<file path="src/core/crps_pkg.sv">
// Function
// rate bit ignored while double speed off
// double speed: bit 0 gives 6, 1 gives 12
// rate register resets rate bit to zero
// two 16-bit pointers, select bit 0
// select 0 first pointer, 1 second
// boot enable maps boot ROM at F800h-FFFFh
// bit 2 reads zero, ignores writes
// pointer select and bit 2 reset zero
// software never sets reserved auxiliary bits
// double speed off: 12 periods, on: 6
// pointer operations touch only selected pointer
package crps_pkg;

    // ****************************************************
    // register indices; byte address is four times index
    // ****************************************************
    localparam logic [7:0]  CRPS_IDX_PTR_BOOT  = 8'hA2;
    localparam logic [7:0]  CRPS_IDX_RATE      = 8'hAF;
    localparam logic [7:0]  CRPS_IDX_CORE_CTRL = 8'hC0;
    localparam logic [7:0]  CRPS_IDX_PTR_FIRST = 8'hC1;
    localparam logic [7:0]  CRPS_IDX_PTR_SECND = 8'hC2;
    localparam logic [7:0]  CRPS_IDX_PTR_ACT   = 8'hC3;
    localparam int          CRPS_ADDR_LSB      = 2;
    localparam int          CRPS_IDX_W         = 10;

    // ****************************************************
    // field positions and reset values
    // ****************************************************
    localparam int          CRPS_BIT_SEL       = 0;
    localparam int          CRPS_BIT_ZERO      = 2;
    localparam int          CRPS_BIT_FLAG      = 3;
    localparam int          CRPS_BIT_BOOT      = 5;
    localparam int          CRPS_BIT_RATE      = 0;
    localparam int          CRPS_BIT_DSPEED    = 0;
    localparam logic [7:0]  CRPS_PTR_BOOT_MASK = 8'h29;
    localparam logic [7:0]  CRPS_RST_PTR_BOOT  = 8'h00;
    localparam logic        CRPS_RST_RATE      = 1'b0;
    localparam logic        CRPS_RST_DSPEED    = 1'b0;
    localparam logic [15:0] CRPS_RST_PTR       = 16'h0000;

    // ****************************************************
    // boot window and timing in oscillator periods
    // ****************************************************
    localparam logic [15:0] CRPS_BOOT_LO       = 16'hF800;
    localparam logic [15:0] CRPS_BOOT_HI       = 16'hFFFF;
    localparam int          CRPS_PER_STD       = 12;
    localparam int          CRPS_PER_FAST      = 6;

    typedef enum logic {CRPS_BUS_IDLE, CRPS_BUS_RDWAIT} crps_bus_t;

endpackage

</file>
<file path="src/core/crps_rate_div.sv">
`timescale 1ns/1ps
`default_nettype none
// one clk_sys cycle stands for one oscillator period
module crps_rate_div
    import crps_pkg::*;
#(
    parameter int SLOW = CRPS_PER_STD,
    parameter int FAST = CRPS_PER_FAST
) (
    input  wire logic clk_sys,   // core clock
    input  wire logic rst_n,     // async reset, low
    input  wire logic fast,      // pick FAST period
    output logic      tick       // one-cycle enable
);
    localparam logic [3:0] LAST_SLOW = 4'(SLOW - 1);
    localparam logic [3:0] LAST_FAST = 4'(FAST - 1);

    logic [3:0] count;
    wire  [3:0] last = fast ? LAST_FAST : LAST_SLOW;
    // a switch to a shorter period may leave count above last
    wire        wrap = (count >= last);
    wire  [3:0] next_count = wrap ? 4'h0 : 4'(count + 4'h1);

    always_ff @(posedge clk_sys or negedge rst_n) begin
        if (!rst_n) begin
            count <= 4'h0;
            tick  <= 1'b0;
        end else begin
            count <= next_count;
            tick  <= wrap;
        end
    end
endmodule // crps_rate_div
`default_nettype wire

</file>
<file path="src/core/crps_pointer.sv">
`timescale 1ns/1ps
`default_nettype none
module crps_pointer
    import crps_pkg::*;
#(
    parameter int W = 16
) (
    input  wire logic         clk_sys,  // core clock
    input  wire logic         rst_n,    // async reset, low
    input  wire logic         load,     // load this pointer
    input  wire logic [W-1:0] load_val, // value to load
    input  wire logic         inc,      // increment this pointer
    output logic      [W-1:0] value     // pointer contents
);
    wire [W-1:0] next_value = load ? load_val :
                              inc  ? W'(value + 1'b1) : value;

    always_ff @(posedge clk_sys or negedge rst_n) begin
        if (!rst_n) begin
            value <= W'(CRPS_RST_PTR);
        end else begin
            value <= next_value;
        end
    end
endmodule // crps_pointer
`default_nettype wire

</file>
<file path="src/core/crps_top.sv">
// Register access over AHB-Lite was decided locally.
`timescale 1ns/1ps
`default_nettype none
module crps_top
    import crps_pkg::*;
#(
    parameter int PTR_W = 16
) (
    input  wire logic             clk_sys,      // core clock
    input  wire logic             rst_n,        // async reset, low
    input  wire logic             hsel,         // slave select
    input  wire logic [31:0]      haddr,        // byte address
    input  wire logic [1:0]       htrans,       // transfer type
    input  wire logic             hwrite,       // write access
    input  wire logic [2:0]       hsize,        // word only
    input  wire logic [31:0]      hwdata,       // write data
    input  wire logic             hready,       // bus ready in
    output logic      [31:0]      hrdata,       // read data
    output logic                  hreadyout,    // slave ready
    output logic                  hresp,        // always okay
    input  wire logic             dp_load,      // cpu pointer load
    input  wire logic [PTR_W-1:0] dp_load_val,  // cpu load value
    input  wire logic             dp_inc,       // cpu pointer incr
    input  wire logic [15:0]      code_addr,    // code fetch address
    output logic      [PTR_W-1:0] data_pointer, // selected pointer
    output logic                  boot_rom_sel, // fetch hits boot ROM
    output logic                  boot_rom_map_enable, // map enable
    output logic                  machine_tick, // machine cycle pulse
    output logic                  spi_tick      // spi periph pulse
);

    // ****************************************************
    // bus address phase
    // ****************************************************
    logic                  wr_pend;
    logic [CRPS_IDX_W-1:0] wr_idx;
    logic [CRPS_IDX_W-1:0] rd_idx;
    crps_bus_t             bus_state;

    wire                  take    = hsel & htrans[1] & hready;
    wire                  take_wr = take & hwrite;
    wire                  take_rd = take & ~hwrite;
    wire [CRPS_IDX_W-1:0] a_idx   =
        haddr[CRPS_IDX_W+CRPS_ADDR_LSB-1:CRPS_ADDR_LSB];

    // ****************************************************
    // write decode, data phase
    // ****************************************************
    wire wr_ptr_boot = wr_pend & (wr_idx == CRPS_IDX_W'(CRPS_IDX_PTR_BOOT));
    wire wr_rate     = wr_pend & (wr_idx == CRPS_IDX_W'(CRPS_IDX_RATE));
    wire wr_core     = wr_pend & (wr_idx == CRPS_IDX_W'(CRPS_IDX_CORE_CTRL));
    wire wr_first    = wr_pend & (wr_idx == CRPS_IDX_W'(CRPS_IDX_PTR_FIRST));
    wire wr_secnd    = wr_pend & (wr_idx == CRPS_IDX_W'(CRPS_IDX_PTR_SECND));
    wire wr_act      = wr_pend & (wr_idx == CRPS_IDX_W'(CRPS_IDX_PTR_ACT));

    // ****************************************************
    // control registers
    // ****************************************************
    logic [7:0] ptr_boot;
    logic       serial_periph_rate_select;
    logic       core_double_speed;

    // reserved bits and bit 2 never store, so they read zero
    wire [7:0] next_ptr_boot = hwdata[7:0] & CRPS_PTR_BOOT_MASK;

    always_ff @(posedge clk_sys or negedge rst_n) begin
        if (!rst_n) begin
            ptr_boot <= CRPS_RST_PTR_BOOT;
        end else if (wr_ptr_boot) begin
            ptr_boot <= next_ptr_boot;
        end
    end

    always_ff @(posedge clk_sys or negedge rst_n) begin
        if (!rst_n) begin
            serial_periph_rate_select <= CRPS_RST_RATE;
        end else if (wr_rate) begin
            serial_periph_rate_select <= hwdata[CRPS_BIT_RATE];
        end
    end

    always_ff @(posedge clk_sys or negedge rst_n) begin
        if (!rst_n) begin
            core_double_speed <= CRPS_RST_DSPEED;
        end else if (wr_core) begin
            core_double_speed <= hwdata[CRPS_BIT_DSPEED];
        end
    end

    wire pointer_select   = ptr_boot[CRPS_BIT_SEL];
    wire user_flag_three  = ptr_boot[CRPS_BIT_FLAG];
    wire next_boot_enable = ptr_boot[CRPS_BIT_BOOT];

    // ****************************************************
    // dual data pointers
    // ****************************************************
    // cpu load beats a register write in the same cycle
    wire             any_load = dp_load | wr_act;
    wire [PTR_W-1:0] load_val = dp_load ? dp_load_val : PTR_W'(hwdata);
    wire             load_first = (any_load & ~pointer_select) | wr_first;
    wire             load_secnd = (any_load & pointer_select) | wr_secnd;
    wire [PTR_W-1:0] first_val  = (any_load & ~pointer_select) ?
                                  load_val : PTR_W'(hwdata);
    wire [PTR_W-1:0] secnd_val  = (any_load & pointer_select) ?
                                  load_val : PTR_W'(hwdata);
    wire             inc_first  = dp_inc & ~pointer_select;
    wire             inc_secnd  = dp_inc & pointer_select;

    logic [PTR_W-1:0] first_data_pointer;
    logic [PTR_W-1:0] second_data_pointer;

    crps_pointer #(.W(PTR_W)) u_first (
        .clk_sys  (clk_sys),
        .rst_n    (rst_n),
        .load     (load_first),
        .load_val (first_val),
        .inc      (inc_first),
        .value    (first_data_pointer)
    );

    crps_pointer #(.W(PTR_W)) u_secnd (
        .clk_sys  (clk_sys),
        .rst_n    (rst_n),
        .load     (load_secnd),
        .load_val (secnd_val),
        .inc      (inc_secnd),
        .value    (second_data_pointer)
    );

    // output lags a select change or pointer update by one cycle
    wire [PTR_W-1:0] next_data_pointer = pointer_select ?
        second_data_pointer : first_data_pointer;

    // ****************************************************
    // boot ROM window
    // ****************************************************
    wire next_boot_rom_sel = next_boot_enable &
        (code_addr >= CRPS_BOOT_LO) & (code_addr <= CRPS_BOOT_HI);

    // ****************************************************
    // rate dividers
    // ****************************************************
    // rate bit only consulted once double speed is on
    wire spi_fast = core_double_speed & ~serial_periph_rate_select;
    logic mc_tick_raw;
    logic spi_tick_raw;

    crps_rate_div u_machine (
        .clk_sys (clk_sys),
        .rst_n   (rst_n),
        .fast    (core_double_speed),
        .tick    (mc_tick_raw)
    );

    crps_rate_div u_spi (
        .clk_sys (clk_sys),
        .rst_n   (rst_n),
        .fast    (spi_fast),
        .tick    (spi_tick_raw)
    );

    // ****************************************************
    // read mux
    // ****************************************************
    wire [31:0] rd_ptr_boot = {24'h000000, ptr_boot};
    wire [31:0] rd_rate     = {31'h00000000, serial_periph_rate_select};
    wire [31:0] rd_core     = {31'h00000000, core_double_speed};
    wire [31:0] rd_first    = 32'(first_data_pointer);
    wire [31:0] rd_secnd    = 32'(second_data_pointer);
    wire [31:0] rd_act      = 32'(next_data_pointer);

    // unmapped addresses read zero
    wire [31:0] next_hrdata =
        (rd_idx == CRPS_IDX_W'(CRPS_IDX_PTR_BOOT))  ? rd_ptr_boot :
        (rd_idx == CRPS_IDX_W'(CRPS_IDX_RATE))      ? rd_rate     :
        (rd_idx == CRPS_IDX_W'(CRPS_IDX_CORE_CTRL)) ? rd_core     :
        (rd_idx == CRPS_IDX_W'(CRPS_IDX_PTR_FIRST)) ? rd_first    :
        (rd_idx == CRPS_IDX_W'(CRPS_IDX_PTR_SECND)) ? rd_secnd    :
        (rd_idx == CRPS_IDX_W'(CRPS_IDX_PTR_ACT))   ? rd_act      :
        32'h00000000;

    // ****************************************************
    // bus sequencing
    // ****************************************************
    // one wait state on reads so a read right after a write
    // sees the freshly written value
    always_ff @(posedge clk_sys or negedge rst_n) begin
        if (!rst_n) begin
            bus_state <= CRPS_BUS_IDLE;
            hreadyout <= 1'b1;
            rd_idx    <= '0;
        end else begin
            unique case (bus_state)
                CRPS_BUS_IDLE: begin
                    if (take_rd) begin
                        bus_state <= CRPS_BUS_RDWAIT;
                        hreadyout <= 1'b0;
                        rd_idx    <= a_idx;
                    end
                end
                CRPS_BUS_RDWAIT: begin
                    bus_state <= CRPS_BUS_IDLE;
                    hreadyout <= 1'b1;
                end
            endcase
        end
    end

    always_ff @(posedge clk_sys or negedge rst_n) begin
        if (!rst_n) begin
            wr_pend <= 1'b0;
            wr_idx  <= '0;
        end else begin
            wr_pend <= take_wr;
            wr_idx  <= a_idx;
        end
    end

    always_ff @(posedge clk_sys or negedge rst_n) begin
        if (!rst_n) begin
            hrdata <= 32'h00000000;
            hresp  <= 1'b0;
        end else begin
            hresp <= 1'b0;
            if (bus_state == CRPS_BUS_RDWAIT) begin
                hrdata <= next_hrdata;
            end
        end
    end

    // ****************************************************
    // registered outputs
    // ****************************************************
    always_ff @(posedge clk_sys or negedge rst_n) begin
        if (!rst_n) begin
            data_pointer        <= PTR_W'(CRPS_RST_PTR);
            boot_rom_sel        <= 1'b0;
            boot_rom_map_enable <= 1'b0;
            machine_tick        <= 1'b0;
            spi_tick            <= 1'b0;
        end else begin
            data_pointer        <= next_data_pointer;
            boot_rom_sel        <= next_boot_rom_sel;
            boot_rom_map_enable <= next_boot_enable;
            machine_tick        <= mc_tick_raw;
            spi_tick            <= spi_tick_raw;
        end
    end

endmodule // crps_top
`default_nettype wire

</file>
<file path="config.mk">
export PLATFORM = sky130hd
export DESIGN_NAME = crps_top
export DESIGN_NICKNAME = d
export VERILOG_FILES = /design/src/core/crps_pkg.sv /design/src/core/crps_rate_div.sv /design/src/core/crps_pointer.sv /design/src/core/crps_top.sv
export SDC_FILE = /design/constraint.sdc
export NUM_CORES = 1
export LEC_CHECK = 0
export BUFFER_PORTS_ARGS = -buffer_cell sky130_fd_sc_hd__buf_2
export CORE_MARGIN = 5
export CORE_UTILIZATION = 47
export CTS_CLUSTER_SIZE = 8
export DETAILED_ROUTE_END_ITERATION = 16
export PLACE_DENSITY = 0.87
export SETUP_SLACK_MARGIN = 0.02
export SLEW_MARGIN = 20
export SYNTH_ARGS = -nofsm -noshare
export SYNTH_HDL_FRONTEND = slang
export SYNTH_SLANG_ARGS = --single-unit
export TNS_END_PERCENT = 20
</file>
<file path="constraint.sdc">
create_clock -name clk_sys -period 2 [get_ports clk_sys]
set_input_delay 0.4 -clock clk_sys [delete_from_list [all_inputs] [get_ports clk_sys]]
set_output_delay 0.4 -clock clk_sys [all_outputs]
set_load 0.02 [all_outputs]
</file>
==> impl_metrics.toml <==
[power_and_ir_drop]
vdd_drop_max_mv = 0.4159
leakage_nw = 3.244
p_per_area_nw_per_um2 = 812.3

[logic_synthesis]
synthCells = 557
synth_top_area_cell = "dfrtp_1"
synth-edff-count = 0
ys_warn_count = 0
yosysSeqAreaShare_pct = 48.49
ys_ff_latch = 106
synth_flop_cell = "dfrtp_1"
async_reset_ff_share_pct = 100.0
synth_area_um2 = 5473
synth_common_cells = "dfrtp_1, nand2_1, nor2_1"
syn_avg_cell_area_um2 = 9.825
ys_types = 68
synth_top_area_share_pct = 48.01
post-synth-top-count-cell = "dfrtp_1"
yosys-top-cells-area = "dfrtp_1, nand2_1, mux2_2"

[worst_setup_path]
critical_path_arrival_ns = 2.31
cp-end-kind = "flip-flop"
slowest_stage = "or4b_4"
crit_chain = "or4b_4 > or4_4 > a221oi_4 > nor3_1 > o221a_1"
cp_max_fo = 2
r2r-start = "wr_idx[5]$_DFF_PN0_"
critPathLaunchType = "flip-flop"
crit_family = "simple AND/OR/NAND/NOR gates"
critPathBufInv = 0
critPathLaunch = "wr_idx[5]$_DFF_PN0_"
critPathRequiredTime_ns = 2.23
critical_path.max_stage_delay_ns = 0.54
criticalPathCategory = "flip-flop to flip-flop"

[global_route]
grt-ovfl-total = 0
antenna_found_initial = 1
grt_pass1_vias = 5224
grt_pass1_wl_um = 26160
grt_start_max_net_pins = 44
grt_use_total_pct = 23.07

[sta]
layout_setup_ws_ns = -0.07850
hold-worst-slack_ns = -0.004928
rsz0062_at_grt = "true"
fin_crit_ns = 2.078
fmax_mhz = 481.1
min_period_over_period_pct = 103.9
hold_viol = 5
drv_slew = 0
fin_skew_ns = 0.01407
setup_violations = 11
timing.setup.tns_ns = -0.4735

[die]
num_io_pins = 162
core_area_um2 = 11420
die_area_um2 = 13900
initial_core_util_pct = 47.93
rows = 39
die_w_um = 117.9
die_height_um = 117.9

[routing]
wl_per_cell_um = 19.76
drcViolationCount = 0
vias_per_cell = 6.109
dr.first_iter.drc_count = 606
routed_wl_um = 16640
dr.pass1.iters = 6
ant_nets = 0
vias = 5144

[placed_design]
dp.cells = 817
gp_congestion = 0.9943
dpl_worst_slack_ns = -0.08127
port_buffers = 91
dpl.hpwl_um = 11960

[cts]
cts_sinks = 106
cts_hold_buffers = 0
cts_buffer_depth = 2
cts_tree = "yes"
numCtsBuffers = 9
clk_pin_slew_worst_paths_ns = 0.07
htree_levels = 3
clockRootBuffer = "clkbuf_16"
clk_latency_ns = 0.36

[finish]
fin_nets = 811
drive_gt1_share_pct = 31.38
final_cells = 842
syn2layout_area_growth_pct = 27.91
final_util_pct = 61.31
fillers = 895

[outcome]
failed_checks = "hold timing, setup timing"
status = "finished, violations left"

[hold_path]
hp-class = "input pin to async pin"

[job]
cap_violations = 0
==> worst register-to-register path: stages (launching register included) <==
cell,delay [ns]
dfrtp_1,0.39
or4b_4,0.54
or4_4,0.46
a221oi_4,0.25
nor3_1,0.08
o221a_1,0.23
==> final cells by class <==
type | instances | area, um2 | area share, %
clock inverter | 6 | 96.34 | 1.376
tap | 143 | 178.9 | 2.556
clock buffer | 10 | 239.0 | 3.414
multi-input combinational | 412 | 2803 | 40.04
inverter | 15 | 56.30 | 0.8043
timing repair buffer | 149 | 970.9 | 13.87
sequential | 106 | 2654 | 37.91
antenna | 1 | 2.502 | 0.03575
==> per-layer routing <==
| metal | GRT usage [%] | wire (um) | vias up |
|---|---|---|---|
| met3 | 4.421 | 1608 | 56 |
| met2 | 37.73 | 8085 | 330 |
| met1 | 28.97 | 6277 | 2456 |
| met4 | 11.97 | 667 | 0 |
| met5 | 0 | 0 | - |
| li1 | - | - | 2302 |
==> through the flow <==
step           power, mW  cell area [um2]
2_1_floorplan      3.261             5533
3_3_place_gp       3.590             6377
6_report           5.686             7000
5_1_grt            5.947             7000
4_1_cts            5.650             6753
3_5_place_dp       3.680             6377
==> worst paths after layout <==
kind                       slack, ns                            end  cells past startpoint
min in group clk_sys            0.16            wr_idx[6]$_DFF_PN0_                      1
max                            -0.08  u_secnd.value[14]$_DFFE_PN0P_                      5
min                           -0.005       u_spi.count[1]$_DFF_PN0_                      1
max reg2reg                    -0.08  u_secnd.value[14]$_DFFE_PN0P_                      5
min reg2reg                     0.35         machine_tick$_DFF_PN0_                      0
max in group asynchronous       1.41          hreadyout$_DFFE_PN1P_                      2
==> timing repair <==
item,CTS,global route
setup endpoints to repair,29,43
buffers inserted,1,7
endpoints found under the hold margin,0,0
resized for setup,8,40
pin swaps,2,19
==> power by group <==
part           internal (mW)  total, mW  switching, mW
registers               2.41       2.64          0.232
clock network           1.15       1.97          0.827
logic                  0.450       1.08          0.626
total                   4.00       5.69           1.68
==> cells by family after synthesis <==
family          count (synthesis)  share of synthesized area [%]
xor+xnor                       14                          2.241
buf+inv                        55                          5.007
flops                         106                          48.49
simple gates                  229                          21.76
other cells                     1                        0.06852
compound gates                124                          16.46
fa+ha+maj                      10                          2.286
mux                            18                          3.681
==> flip-flops by register name, indices dropped and copies added (netlist names), 3 cells and up <==
signal,count
data_pointer,16
ptr_boot,3
hrdata,16
u_spi.count,4
u_secnd.value,16
wr_idx,10
u_machine.count,4
u_first.value,16
rd_idx,10
==> cells in the final DEF, fill, tap and decap left out, types with 13 or more instances in the layout <==
cell,Yosys,layout
nor3_1,14,13
dfrtp_1,105,105
inv_1,14,14
mux2_2,17,17
conb_1,1,17
nand3_1,19,18
a21oi_1,17,14
nor2_1,50,48
a31oi_1,14,14
nor2b_1,21,20
buf_2,3,91
a221o_1,13,13
nand2_1,62,59
buf_4,17,47
Power figures use the tool's default switching activity.
